--- src/addr_stack_pkg.sv ---
// constants and types shared by the operand address and stack unit
package addr_stack_pkg;

  // ==========================================
  // register map (printed location is an index, byte address is four times it)
  localparam logic [7:0] STKPTR_INDEX = 8'hd9;
  localparam logic [7:0] STATUS_INDEX = 8'h00;
  localparam logic [11:0] STKPTR_ADDR = {2'b00, STKPTR_INDEX, 2'b00};
  localparam logic [11:0] STATUS_ADDR = {2'b00, STATUS_INDEX, 2'b00};
  localparam int STATUS_BUSY_BIT = 0;
  localparam int STATUS_ERR_BIT = 1;
  localparam logic [31:0] STATUS_RESET = 32'h0000_0000;

  // ==========================================
  // register file layout
  localparam logic [3:0] WORK_BASE = 4'hc;
  localparam logic [7:0] ZERO_PAGE = 8'h00;

  // ==========================================
  // sequencer counts (last byte index of each sequence)
  localparam logic [1:0] LAST_ONE = 2'h0;
  localparam logic [1:0] LAST_TWO = 2'h1;
  localparam logic [1:0] LAST_THREE = 2'h2;

  typedef enum logic [2:0] {
    OP_PUSH = 3'h0,
    OP_POP = 3'h1,
    OP_CALL = 3'h2,
    OP_SUBRTN = 3'h3,
    OP_INTR = 3'h4,
    OP_INTRTN = 3'h5,
    OP_EA = 3'h6
  } op_t;

  typedef enum logic [2:0] {
    M_REG = 3'h0,
    M_IND = 3'h1,
    M_IDX = 3'h2,
    M_DIRECT = 3'h3,
    M_REL = 3'h4,
    M_IMM = 3'h5
  } mode_t;

  typedef enum logic [2:0] {
    C_OTHER = 3'h0,
    C_LOAD = 3'h1,
    C_PLOAD = 3'h2,
    C_ELOAD = 3'h3,
    C_AJUMP = 3'h4,
    C_CALL = 3'h5,
    C_RJUMP = 3'h6
  } class_t;

  typedef enum logic [5:0] {
    S_IDLE = 6'h01,
    S_PUSH = 6'h02,
    S_POPRD = 6'h04,
    S_POPCAP = 6'h08,
    S_FETCH = 6'h10,
    S_DONE = 6'h20
  } state_t;

endpackage

--- src/sp_ctrl_if.sv ---
// stack pointer control signals between the sequencer and the pointer register
`timescale 1ns/1ps
interface sp_ctrl_if;
  logic [7:0] value;
  logic dec;
  logic inc;
  logic load;
  logic [7:0] loadData;

  modport owner (input dec, input inc, input load, input loadData, output value);
  modport user (output dec, output inc, output load, output loadData, input value);
endinterface

--- src/operand_address_and_stack_unit.sv ---
// stack sequencer, operand address generator and APB register slave
//
// Local design decision: register access over APB.
`timescale 1ns/1ps
// How it works
// - pointer steps down before each pushed byte, up after each popped byte
// - interrupt pushes PC and flags; interrupt return pops both back
// - call saves PC on the stack; subroutine return restores it
// - stack pointer is an 8-bit read/write register at location D9H
// - reset leaves the stack pointer undefined until software writes it
// - pointer arithmetic wraps modulo 256, 00H steps down to FFH
// - pointer always addresses the most recently pushed byte
// - working mode picks the operand with a 4-bit field in a 16-byte window
// - indirect mode uses an 8-bit register or a 16-bit pair as address
// - indexed register access adds instruction base to working-register offset
// - short memory offset is sign-extended, -128 to +127
// - indexed memory adds 8- or 16-bit offset to a working pair base
// - indexed file access only for load; memory indexing only for table loads
// - direct jump and call load the 16-bit address into the PC
// - table and external loads accept a direct 16-bit address
// - relative mode adds signed displacement to the already advanced PC
// - relative mode is accepted only for the relative jump
// - immediate mode takes the operand from the instruction, no access
// - register pairs: even address holds high byte, odd holds low byte
// - working window sits at C0H to CFH regardless of page
module operand_address_and_stack_unit
  import addr_stack_pkg::*;
(
  input wire logic clk,
  input wire logic rst_n,
  input wire logic [11:0] paddr,
  input wire logic psel,
  input wire logic penable,
  input wire logic pwrite,
  input wire logic [31:0] pwdata,
  input wire logic [3:0] pstrb,
  output logic [31:0] prdata,
  output logic pready,
  output logic pslverr,
  input wire logic cmdValid,
  output logic cmdReady,
  input wire op_t cmdOp,
  input wire mode_t cmdMode,
  input wire class_t cmdClass,
  input wire logic [7:0] cmdReg,
  input wire logic cmdWorking,
  input wire logic cmdPair,
  input wire logic cmdLong,
  input wire logic [15:0] cmdImm,
  input wire logic [15:0] pcIn,
  input wire logic [7:0] flagsIn,
  input wire logic [7:0] pushData,
  output logic [7:0] rfAddr,
  output logic rfWrEn,
  output logic [7:0] rfWrData,
  output logic rfRdEn,
  input wire logic [7:0] rfRdData,
  output logic doneValid,
  output logic [15:0] effAddr,
  output logic [7:0] operand,
  output logic [7:0] popData,
  output logic pcLoad,
  output logic [15:0] pcOut,
  output logic flagsLoad,
  output logic [7:0] flagsOut,
  output logic modeError
);

  state_t state_q;
  op_t op_q;
  mode_t mode_q;
  class_t class_q;
  logic [7:0] buf_q [3];
  logic [1:0] last_q;
  logic [1:0] idx_q;
  logic [23:0] popAcc_q;
  logic [15:0] fetchAcc_q;
  logic [7:0] rdBase_q;
  logic [7:0] regAddr_q;
  logic pair_q;
  logic rfIdx_q;
  logic long_q;
  logic [15:0] imm_q;
  logic [15:0] pc_q;
  logic err_q;
  logic errSticky_q;
  logic [31:0] prdata_q;
  logic busy;
  logic accept;
  logic illegal;
  logic [7:0] regAddr;
  logic [7:0] pairAddr;
  logic [7:0] workAddr;
  logic ptrSel;
  logic [15:0] fetched;
  logic statusSel;
  logic access;
  logic [31:0] readMux;
  logic [15:0] idxOffset;
  logic [15:0] idxSum;
  logic [15:0] relSum;
  logic isJumpClass;
  logic isTableClass;

  sp_ctrl_if spc ();

  stack_pointer u_stackPtr (
    .clk(clk),
    .ctl(spc.owner)
  );

  // ==========================================
  // operand address helpers
  assign workAddr = {WORK_BASE, cmdReg[3:0]};
  assign regAddr = cmdWorking ? workAddr : cmdReg;
  assign pairAddr = {regAddr[7:1], 1'b0};
  assign isTableClass = (cmdClass == C_PLOAD) || (cmdClass == C_ELOAD);
  assign isJumpClass = (cmdClass == C_AJUMP) || (cmdClass == C_CALL);

  always_comb
  begin
    illegal = 1'b0;
    if (cmdOp == OP_EA)
    begin
      if (cmdMode == M_IDX)
      begin
        illegal = !((cmdClass == C_LOAD) || isTableClass);
      end
      else if (cmdMode == M_REL)
      begin
        illegal = (cmdClass != C_RJUMP);
      end
      else if (cmdMode == M_DIRECT)
      begin
        illegal = !(isJumpClass || isTableClass);
      end
    end
  end

  assign idxOffset = long_q ? imm_q : 16'($signed(imm_q[7:0]));

  // last fetched byte is still on the read port in the done cycle
  assign fetched = {fetchAcc_q[7:0], rfRdData};

  offset_adder #(.OW(16)) u_idxAdd (
    .base(fetched),
    .offset(idxOffset),
    .sum(idxSum)
  );

  offset_adder #(.OW(8)) u_relAdd (
    .base(pc_q),
    .offset(imm_q[7:0]),
    .sum(relSum)
  );

  // ==========================================
  // sequencer
  assign busy = (state_q != S_IDLE);
  assign cmdReady = !busy;
  assign accept = cmdValid && !busy;

  always_ff @(posedge clk or negedge rst_n)
  begin
    if (!rst_n)
    begin
      state_q <= S_IDLE;
      idx_q <= 2'h0;
      last_q <= 2'h0;
      err_q <= 1'b0;
    end
    else
    begin
      err_q <= accept && illegal;
      case (state_q)
        S_IDLE:
        begin
          idx_q <= 2'h0;
          if (accept && !illegal)
          begin
            case (cmdOp)
              OP_PUSH:
              begin
                state_q <= S_PUSH;
                last_q <= LAST_ONE;
              end
              OP_CALL:
              begin
                state_q <= S_PUSH;
                last_q <= LAST_TWO;
              end
              OP_INTR:
              begin
                state_q <= S_PUSH;
                last_q <= LAST_THREE;
              end
              OP_POP:
              begin
                state_q <= S_POPRD;
                last_q <= LAST_ONE;
              end
              OP_SUBRTN:
              begin
                state_q <= S_POPRD;
                last_q <= LAST_TWO;
              end
              OP_INTRTN:
              begin
                state_q <= S_POPRD;
                last_q <= LAST_THREE;
              end
              default:
              begin
                if ((cmdMode == M_IND) || (cmdMode == M_IDX))
                begin
                  state_q <= S_FETCH;
                end
                else
                begin
                  state_q <= S_DONE;
                end
                last_q <= ((cmdMode == M_IDX && isTableClass) || (cmdMode == M_IND && cmdPair))
                  ? LAST_TWO : LAST_ONE;
              end
            endcase
          end
        end
        S_PUSH:
        begin
          idx_q <= idx_q + 2'h1;
          if (idx_q == last_q)
          begin
            state_q <= S_DONE;
          end
        end
        S_POPRD:
        begin
          state_q <= S_POPCAP;
        end
        S_POPCAP:
        begin
          idx_q <= idx_q + 2'h1;
          state_q <= (idx_q == last_q) ? S_DONE : S_POPRD;
        end
        S_FETCH:
        begin
          idx_q <= idx_q + 2'h1;
          if (idx_q == last_q)
          begin
            state_q <= S_DONE;
          end
        end
        default:
        begin
          state_q <= S_IDLE;
        end
      endcase
    end
  end

  // command capture
  always_ff @(posedge clk or negedge rst_n)
  begin
    if (!rst_n)
    begin
      op_q <= OP_EA;
      mode_q <= M_REG;
      class_q <= C_OTHER;
      imm_q <= 16'h0000;
      pc_q <= 16'h0000;
      regAddr_q <= 8'h00;
      rdBase_q <= 8'h00;
      pair_q <= 1'b0;
      rfIdx_q <= 1'b0;
      long_q <= 1'b0;
      buf_q[0] <= 8'h00;
      buf_q[1] <= 8'h00;
      buf_q[2] <= 8'h00;
    end
    else if (accept)
    begin
      op_q <= cmdOp;
      mode_q <= cmdMode;
      class_q <= cmdClass;
      imm_q <= cmdImm;
      pc_q <= pcIn;
      regAddr_q <= regAddr;
      long_q <= cmdLong;
      rfIdx_q <= (cmdClass == C_LOAD);
      pair_q <= (cmdMode == M_IDX) ? isTableClass : cmdPair;
      if (cmdMode == M_IDX)
      begin
        rdBase_q <= isTableClass ? {workAddr[7:1], 1'b0} : workAddr;
      end
      else
      begin
        rdBase_q <= cmdPair ? pairAddr : regAddr;
      end
      buf_q[0] <= (cmdOp == OP_PUSH) ? pushData : pcIn[7:0];
      buf_q[1] <= pcIn[15:8];
      buf_q[2] <= flagsIn;
    end
  end

  // byte accumulators: pops and register fetches arrive high byte first
  always_ff @(posedge clk or negedge rst_n)
  begin
    if (!rst_n)
    begin
      popAcc_q <= 24'h000000;
      fetchAcc_q <= 16'h0000;
    end
    else if (accept)
    begin
      popAcc_q <= 24'h000000;
      fetchAcc_q <= 16'h0000;
    end
    else if (state_q == S_POPCAP)
    begin
      popAcc_q <= {popAcc_q[15:0], rfRdData};
    end
    else if (state_q == S_FETCH)
    begin
      fetchAcc_q <= {fetchAcc_q[7:0], rfRdData};
    end
  end

  // ==========================================
  // register file and stack pointer drive
  always_comb
  begin
    rfAddr = 8'h00;
    rfWrEn = 1'b0;
    rfRdEn = 1'b0;
    rfWrData = buf_q[idx_q];
    spc.dec = 1'b0;
    spc.inc = 1'b0;
    case (state_q)
      S_PUSH:
      begin
        rfAddr = spc.value - 8'h01;
        rfWrEn = 1'b1;
        spc.dec = 1'b1;
      end
      S_POPRD:
      begin
        rfAddr = spc.value;
        rfRdEn = 1'b1;
      end
      S_POPCAP:
      begin
        spc.inc = 1'b1;
      end
      S_FETCH:
      begin
        rfAddr = rdBase_q | {7'h00, idx_q[0]};
        rfRdEn = 1'b1;
      end
      default:
      begin
        rfAddr = 8'h00;
      end
    endcase
  end

  // ==========================================
  // results, valid in the done cycle; modeError one cycle after a refused command
  assign doneValid = (state_q == S_DONE);
  assign popData = popAcc_q[7:0];
  assign flagsOut = popAcc_q[23:16];
  assign flagsLoad = doneValid && (op_q == OP_INTRTN);
  assign operand = (op_q == OP_EA && mode_q == M_IMM) ? imm_q[7:0] : 8'h00;
  assign modeError = err_q;

  always_comb
  begin
    pcLoad = 1'b0;
    pcOut = imm_q;
    effAddr = {ZERO_PAGE, spc.value};
    if ((op_q == OP_SUBRTN) || (op_q == OP_INTRTN))
    begin
      pcLoad = doneValid;
      pcOut = popAcc_q[15:0];
    end
    else if (op_q == OP_CALL)
    begin
      pcLoad = doneValid;
    end
    else if (op_q == OP_EA)
    begin
      case (mode_q)
        M_REG: effAddr = {ZERO_PAGE, regAddr_q};
        M_IND: effAddr = pair_q ? fetched : {ZERO_PAGE, rfRdData};
        M_IDX: effAddr = rfIdx_q ? {ZERO_PAGE, imm_q[7:0] + rfRdData} : idxSum;
        M_DIRECT:
        begin
          effAddr = imm_q;
          pcLoad = doneValid && ((class_q == C_AJUMP) || (class_q == C_CALL));
        end
        M_REL:
        begin
          effAddr = relSum;
          pcOut = relSum;
          pcLoad = doneValid;
        end
        default: effAddr = 16'h0000;
      endcase
    end
  end

  // ==========================================
  // APB slave
  assign ptrSel = (paddr == STKPTR_ADDR);
  assign statusSel = (paddr == STATUS_ADDR);
  assign pready = !(ptrSel && busy);
  assign access = psel && penable && pready;
  assign pslverr = psel && penable && !ptrSel && !statusSel;
  assign prdata = prdata_q;
  assign spc.load = access && pwrite && ptrSel && pstrb[0];
  assign spc.loadData = pwdata[7:0];

  always_comb
  begin
    readMux = 32'h0000_0000;
    if (ptrSel)
    begin
      readMux = {24'h000000, spc.value};
    end
    else if (statusSel)
    begin
      readMux[STATUS_BUSY_BIT] = busy;
      readMux[STATUS_ERR_BIT] = errSticky_q;
    end
  end

  always_ff @(posedge clk or negedge rst_n)
  begin
    if (!rst_n)
    begin
      prdata_q <= 32'h0000_0000;
    end
    else if (psel && !access)
    begin
      prdata_q <= readMux;
    end
  end

  // sticky mode error, a new error wins over a clear in the same cycle
  always_ff @(posedge clk or negedge rst_n)
  begin
    if (!rst_n)
    begin
      errSticky_q <= STATUS_RESET[STATUS_ERR_BIT];
    end
    else if (err_q)
    begin
      errSticky_q <= 1'b1;
    end
    else if (access && pwrite && statusSel && pstrb[0] && pwdata[STATUS_ERR_BIT])
    begin
      errSticky_q <= 1'b0;
    end
  end

endmodule

--- src/stack_pointer.sv ---
// eight-bit stack pointer register with wrapping step
`timescale 1ns/1ps
module stack_pointer (
  input wire logic clk,
  sp_ctrl_if.owner ctl
);

  logic [7:0] ptr_q;

  // no reset: content is undefined until software loads it
  always_ff @(posedge clk)
  begin
    if (ctl.load)
    begin
      ptr_q <= ctl.loadData;
    end
    else if (ctl.dec)
    begin
      ptr_q <= ptr_q - 8'h01;
    end
    else if (ctl.inc)
    begin
      ptr_q <= ptr_q + 8'h01;
    end
  end

  assign ctl.value = ptr_q;

endmodule

--- src/offset_adder.sv ---
// adds a sign-extended offset to a 16-bit base address
`timescale 1ns/1ps
module offset_adder #(
  parameter int OW = 8
) (
  input wire logic [15:0] base,
  input wire logic [OW-1:0] offset,
  output logic [15:0] sum
);

  assign sum = base + 16'($signed(offset));

endmodule

--- config.mk ---
export PLATFORM = sky130hd
export DESIGN_NAME = operand_address_and_stack_unit
export DESIGN_NICKNAME = d
export VERILOG_FILES = /design/src/addr_stack_pkg.sv /design/src/sp_ctrl_if.sv /design/src/operand_address_and_stack_unit.sv /design/src/stack_pointer.sv /design/src/offset_adder.sv
export SDC_FILE = /design/constraint.sdc
export NUM_CORES = 1
export LEC_CHECK = 0
export ABC_AREA = 1
export BUFFER_PORTS_ARGS = -buffer_cell sky130_fd_sc_hd__clkbuf_2
export CAP_MARGIN = 20
export CORE_UTILIZATION = 35
export CTS_BUF_LIST = sky130_fd_sc_hd__clkbuf_2 sky130_fd_sc_hd__clkbuf_4 sky130_fd_sc_hd__clkbuf_8
export CTS_CLUSTER_SIZE = 10
export DETAILED_ROUTE_END_ITERATION = 10
export PLACE_DENSITY = 0.66
export RECOVER_POWER = 50
export SLEW_MARGIN = 20
export SYNTH_ARGS = -nofsm -noshare
export SYNTH_HDL_FRONTEND = slang
export SYNTH_SLANG_ARGS = --single-unit
--- constraint.sdc ---
create_clock -name clk -period 2.7 [get_ports clk]
set_input_delay 0.54 -clock clk [delete_from_list [all_inputs] [get_ports clk]]
set_output_delay 0.54 -clock clk [all_outputs]
set_load 0.005 [all_outputs]
# Word-level counts from Yosys, hierarchy flattened
# Index checks and enable logic that the tools add are counted.
# W data, S select, Z words.
dict set report op_classes {
  addsub 6
  magnitude_cmp 1
  n_eq_ne 39
  mux 55
  n_bitwise 2
  n_reduce_logical 55
}
# operator count
set ops {}
lappend ops {{$mux W16} 10}
lappend ops {{$mux W8} 12}
lappend ops {{$pmux W16 S5} 1}
lappend ops {{$mux W24} 2}
lappend ops {{$eq A3 B3 Y1 const B} 12}
lappend ops {{$add A16 B16 Y16} 2}
lappend ops {{$eq A3 B2 Y1 const B} 10}
lappend ops {{$mux W6} 5}
lappend ops {{$pmux W6 S4} 1}
lappend ops {{$pmux W8 S3} 1}
lappend ops {{$logic_and A1 B1 Y1} 20}
lappend ops {{$bmux W8 S2} 1}
lappend ops {{$mux W1} 16}
lappend ops {{$eq A12 B10 Y1 const B} 1}
lappend ops {{$eq A3 B1 Y1 const B} 4}
lappend ops {{$logic_not A12 Y1} 1}
lappend ops {{$pmux W6 S2} 1}
lappend ops {{$reduce_or A2 Y1} 5}
lappend ops {{$reduce_or A3 Y1} 3}
lappend ops {{$add A8 B1 Y8 const B} 1}
lappend ops {{$add A8 B8 Y8} 1}
lappend ops {{$logic_not A1 Y1} 8}
lappend ops {{$logic_or A1 B1 Y1} 8}
lappend ops {{$or A8 B1 Y8} 1}
lappend ops {{23 further kinds} 31}
dict set report word_totals {
  regBits 168
  in_bits 130
  output_inout_bits 113
  word_cells 180
}

# Depth between registers and ports, before layout
dict set report logic_depth {
  ltp_word 12
  ltp_mapped 16
  ltp_nobuf 16
}

# Modules after synthesis
# Synthesis repeated with hierarchy kept, for this count alone.
dict set report unflattened {
  cells_unflattened 1436
  hier_area_um2 9879.5
}
# mod n_inst cells_each area_each_um2
set modules_own_cells {}
lappend modules_own_cells {operand_address_and_stack_unit 1 995 7349.5}
lappend modules_own_cells {offset_adder 2 176 930.9}
lappend modules_own_cells {stack_pointer 1 89 668.1}

# Worst setup path before layout
# No wires, ideal clock.
dict set report synth_timing {
  kind {reg2out}
  startpoint {reg imm_q[7]}
  endpoint {out effAddr[14]}
  arrival_time_ps 1910
  setup_slack_ps 250
  stages_incl_launch_ff 13
  path_cell_list {dfrtp_1 -> nand2_1 -> o21ai_0 -> ha_1 -> inv_1 -> nor3_1 -> and2_1 -> nand2_1 -> nand3_1 -> nand3_1 -> nand3_1 -> nand2_1 -> inv_1}
}
dict set report synth_between {
  elab_chain_len 7
  elab_cells_between_ends 8
  cone_classes {2 x add/sub; 6 x mux}
}
# element line_no
set synth_lines {}
lappend synth_lines {{start: declaration} operand_address_and_stack_unit.sv:83} ;# logic [15:0] imm_q;
lappend synth_lines {{start signal: assignment} operand_address_and_stack_unit.sv:285} ;# imm_q <= cmdImm;
lappend synth_lines {{$mux W16} operand_address_and_stack_unit.sv:140} ;# assign idxOffset = long_q ? imm_q : 16'($signed(imm_q[7:0]));
lappend synth_lines {{$add A16 B16 Y16} offset_adder.sv:11} ;# assign sum = base + 16'($signed(offset));
lappend synth_lines {{$mux W16} operand_address_and_stack_unit.sv:394} ;# M_IDX: effAddr = rfIdx_q ? {ZERO_PAGE, imm_q[7:0] + rfRdData} : idxSum;
lappend synth_lines {{$pmux W16 S5 (*)} operand_address_and_stack_unit.sv:391} ;# case (mode_q)
lappend synth_lines {{$mux W16 (*)} operand_address_and_stack_unit.sv:389} ;# else if (op_q == OP_EA)
lappend synth_lines {{$mux W16 (*)} operand_address_and_stack_unit.sv:385} ;# else if (op_q == OP_CALL)
lappend synth_lines {{$mux W16 (*)} operand_address_and_stack_unit.sv:380} ;# if ((op_q == OP_SUBRTN) || (op_q == OP_INTRTN))
lappend synth_lines {{end: declaration} operand_address_and_stack_unit.sv:59} ;# output logic [15:0] effAddr,
# Every way passes the cells marked *; elsewhere a longest branch is shown, timed or not.

# Final worst setup path
dict set report layout_timing {
  startpoint {reg pc_q[0]}
  endpoint {out pcOut[12]}
}
dict set report layout_between {
  elab_chain_len 5
}
# element line_no
set layout_lines {}
lappend layout_lines {{start: declaration} operand_address_and_stack_unit.sv:84} ;# logic [15:0] pc_q;
lappend layout_lines {{start signal: assignment} operand_address_and_stack_unit.sv:286} ;# pc_q <= pcIn;
lappend layout_lines {{$add A16 B16 Y16} offset_adder.sv:11}
lappend layout_lines {{$mux W16} operand_address_and_stack_unit.sv:391}
lappend layout_lines {{$mux W16} operand_address_and_stack_unit.sv:389}
lappend layout_lines {{$mux W16} operand_address_and_stack_unit.sv:385}
lappend layout_lines {{$mux W16} operand_address_and_stack_unit.sv:380}
lappend layout_lines {{end: declaration} operand_address_and_stack_unit.sv:63} ;# output logic [15:0] pcOut,
# Every way passes these cells.

==> out/summary.txt <==
STATUS
------------------------------------------------------------------------------------------------------
Run status                                                                                complete, but fails checks
Violations in the final reports                                                           setup timing

ROUTE
------------------------------------------------------------------------------------------------------
DRT iter0 DRCs                                                                                    1006
Number of DRC violations after detailed routing                                                      0
Average detailed-routed wire length per instance                                              17.36 um
Pre-antenna DRT Iters                                                                                6
Number of vias per cell after detailed routing                                                   5.144
Number of vias in the routed layout                                                              10060
Total routed wirelength                                                                       33.94 mm
Final ANT Viol Nets                                                                                  0

PLACED DESIGN
------------------------------------------------------------------------------------------------------
Half-perimeter wire length after detailed placement                                           24.87 mm
Gpl congestion                                                                                  0.9896
Worst-case setup slack after placement                                                     -0.06195 ns
Buffers added on ports                                                                             191

CTS
------------------------------------------------------------------------------------------------------
Total clock buffers created by CTS                                                                  17
Hold buffers post-CTS                                                                                0
Deepest clock path buffer count                                                                      2
Clock root buffer                                                                             clkbuf_8
CTS Sinks                                                                                          132
Number of H-tree levels                                                                              4
CTS tree                                                                                         built
Clock network latency to the later pin of the worst-skew pair                                  0.46 ns
Clock transition at the register clock pins on the worst setup and hold paths after CTS        0.09 ns

STA
------------------------------------------------------------------------------------------------------
Setup slack after layout                                                                    -0.3707 ns
Maximum clock skew at final layout                                                          0.01064 ns
Setup repair after global routing missed its margin                                               true
Achievable clock frequency                                                                   325.7 MHz
Clock period minus final worst setup slack                                                    3.071 ns
Relative slew slack                                                                             0.1166
Setup Viol. Count Final                                                                             55
Max-slew violation count                                                                             0
Measured slew at the worst slew-check pin                                                     1.325 ns
Final period util                                                                                1.137
Worst hold slack                                                                             0.2651 ns
Fin. Hold Viols                                                                                      0

SYNTHESIS
------------------------------------------------------------------------------------------------------
Proportion of synthesized area in mux cells                                                          0
Share of the yosys chip area belonging to registers                                             0.3621
Most common cell in the synthesized netlist                                                    nand2_1
Synthesized-area fraction occupied by and/or/nand/nor cells                                     0.2881
Most used flip-flop cell after synthesis                                                       dfrtp_1
Share of synthesized cell area in full adder, half adder and majority cells                    0.04901
Combined area of all synthesized cells                                                    0.009243 mm2
Gate count of the mapped netlist                                                                  1344
Unique masters post-synth                                                                           48
Mean area per synthesized cell                                                               6.877 um2
Share of the synthesized area in the top cell type                                              0.3276
Largest family of logic cells by synthesized area                                         simple AND/OR/NAND/NOR gates
Number of enable-type register cells in the synthesized netlist                                      8
Most frequent cells after synthesis                                                       nand2_1, inv_1, o21ai_0
Register bit total from synthesis                                                                  132
Top area cells in the synthesized netlist                                                 dfrtp_1, nand2_1, inv_1
Ys Warns                                                                                             0
Area fraction in compound gates after synthesis                                                 0.1550
Cell taking the most area after synthesis                                                      dfrtp_1
Async set-reset flop share out of synthesis                                                     0.9394
Synth Area in XOR/XNOR                                                                        0.007581

SETUP PATH
------------------------------------------------------------------------------------------------------
Count of cells along the worst register-to-register path                                             7
CP max stage cell                                                                              dfrtp_1
Crit path required time                                                                        2.16 ns
Launching element type of the critical path                                                  flip-flop
Setup slack on the worst flop-to-flop path                                                    -0.16 ns
Sequence of cells on the critical path                                                    ha_2 > fa_2 > nand3_2 > nand3_4 > buf_6 > nand3_2 > nand4_1 > a21oi_2 > o22ai_2 > clkbuf_2
Reg-to-reg startpoint                                                                     state_q[4]$_DFFE_PN0P_
Terminus of the critical flop-to-flop path                                                popAcc_q[6]$_DFFE_PN0P_
Cell seen most often among critical-path stages                                                nand3_2
Worst Setup SP                                                                            pc_q[0]$_DFFE_PN0P_
Critical Path End                                                                            pcOut[12]
Sort of element at the end of the critical path                                             output pin
WS Path Type                                                                                reg -> out
Worst-path maximum fanout                                                                            4
Data arrival, critical path                                                                    2.53 ns
Delay of the slowest critical-path stage                                                       0.42 ns

FLOORPLAN
------------------------------------------------------------------------------------------------------
Effective utilization at floorplan                                                              0.3557
Die W                                                                                         164.5 um
Row Count                                                                                           59
Die extent in y                                                                               164.5 um
Core box area                                                                              0.02598 mm2
Die area                                                                                   0.02706 mm2
Number of placed I/O pins                                                                          243

POWER
------------------------------------------------------------------------------------------------------
Power Dens Cells                                                                           1188 mW/mm2
Post-route total power                                                                        15.21 mW
VDD IR-drop max                                                                              0.4830 mV
Standby leakage power                                                                         6.543 nW

FLOW RUN
------------------------------------------------------------------------------------------------------
# Max-Cap Violations                                                                                 0

GRT
------------------------------------------------------------------------------------------------------
Global-route wire length before repair                                                        50.10 mm
Met2 GRT Util                                                                                   0.3809
Total congestion overflow                                                                            0
Met3 capacity usage during global routing                                                      0.03943
Total Routing Usage GR                                                                          0.2449
Met1 Use GR                                                                                     0.3462
Busiest layer in global routing                                                                   met2
Maximum number of pins on one net before global-route repair                                        87
Number of antenna violations at the first check in global routing                                    0
Via count of the first global-routing pass                                                        9234

CELLS AND AREA
------------------------------------------------------------------------------------------------------
Core Util, Final                                                                                0.4930
Final nets                                                                                        1772
Fraction of final layout cells with drive strength greater than 1                               0.3586
Synth-to-layout area growth                                                                     38.59%
Ant. Diodes                                                                                          0
Layout fillers                                                                                    2579

HOLD PATH
------------------------------------------------------------------------------------------------------
Class of the worst hold path                                                                 in -> reg

## cells by family after synthesis
family / Yosys count
xor+xnor: 8
fa+ha+maj: 35
flops: 132
buf+inv: 285
compound gates: 257
other cells: 1
simple gates: 626
## timing repair
action,4_1_cts,5_1_grt
gates cloned,2,0
setup buffers,27,33
resized for setup,218,143
pin swaps,69,80
setup endpoints to repair,42,48
## sequential cells by signal, summed over array words and instances (netlist names), 3 cells and up
register              cells
prdata                    8
pc_q                      8
u_stackPtr.ctl.value      8
regAddr_q                 5
op_q                      3
mode_q                    3
state_q                   6
rdBase_q                  8
buf_q                    24
popAcc_q                 24
fetchAcc_q                8
imm_q                    16
## routing by layer
metal,vias up,part of all wire
met5,-,0
met4,0,0.025
met3,57,0.079
met2,437,0.46
met1,4720,0.44
li1,4843,-
## where the power goes
group,internal [mW],switching [mW],leakage [nW]
clock,0.950,0.889,0.215
sequential,2.66,0.668,1.65
combinational,4.17,5.87,4.67
total,7.78,7.43,6.54
## placed cells by master (no fill, tap or decap), types with 12 or more instances in the layout
master,Yosys,routed
a21oi_1,54,37
a21oi_2,0,15
buf_2,16,12
buf_4,43,87
clkbuf_1,17,24
clkbuf_2,0,160
clkbuf_8,0,18
conb_1,1,24
dfrtp_1,121,113
ha_4,0,27
inv_1,200,174
inv_2,4,28
nand2_1,408,331
nand2_2,2,65
nand2_4,0,12
nand3_1,97,61
nand3_2,1,34
nand4_1,13,14
nor2_1,69,59
o211ai_1,14,14
o21ai_0,127,99
o21ai_1,4,14
o21ai_2,0,14
o22ai_1,32,27
## per-stage QoR
stage	setup TNS [ns]	area, um2	instances
6_report	-9.485	12810	1955
5_1_grt	-27.14	12810	1955
4_1_cts	-6.129	12210	1926
3_5_place_dp	-0.1666	10630	1866
3_3_place_gp	-0.1607	10630	1866
2_1_floorplan	0	9329	1367
## area by class of cell
type	count	area, um2	area share
clock buffers	18	247.7	0.01934
repair buffers	300	1864	0.1455
clock inverters	14	177.7	0.01387
well taps	335	419.2	0.03272
multi-input cells	950	5957	0.4650
inverters	206	787.0	0.06144
flip-flops and latches	132	3357	0.2621
## how the worst min path moves through the flow
stage | start | to | slack [ns] | cells past startpoint
final | flagsIn[2] | buf_q[2]$_DFFE_PN0P_ | 0.27 | 3
after global routing | flagsIn[2] | buf_q[2]$_DFFE_PN0P_ | 0.25 | 3
after CTS | rst_n | prdata[7]$_DFFE_PN0P_ | 0.11 | 1
after detailed placement | buf_q[0]$_DFFE_PN0P_ | buf_q[0]$_DFFE_PN0P_ | 0.46 | 2
after global placement | modeError$_DFF_PN0_ | errSticky_q$_DFFE_PN0P_ | 0.45 | 2
after floorplan | rst_n | buf_q[0]$_DFFE_PN0P_ | 0.24 | 0
## worst max-delay path, delay by kind of cell, from the launching register on
| kind | cells | cell delay [ns] |
|---|---|---|
| buffers and inverters | 2 | 0.26 |
| and+or+nand+nor | 4 | 0.43 |
| DFF | 1 | 0.42 |
| AOI/OAI and AO/OA | 2 | 0.33 |
| adders and majority gates | 2 | 0.63 |
(Power assumes the default switching activity.)
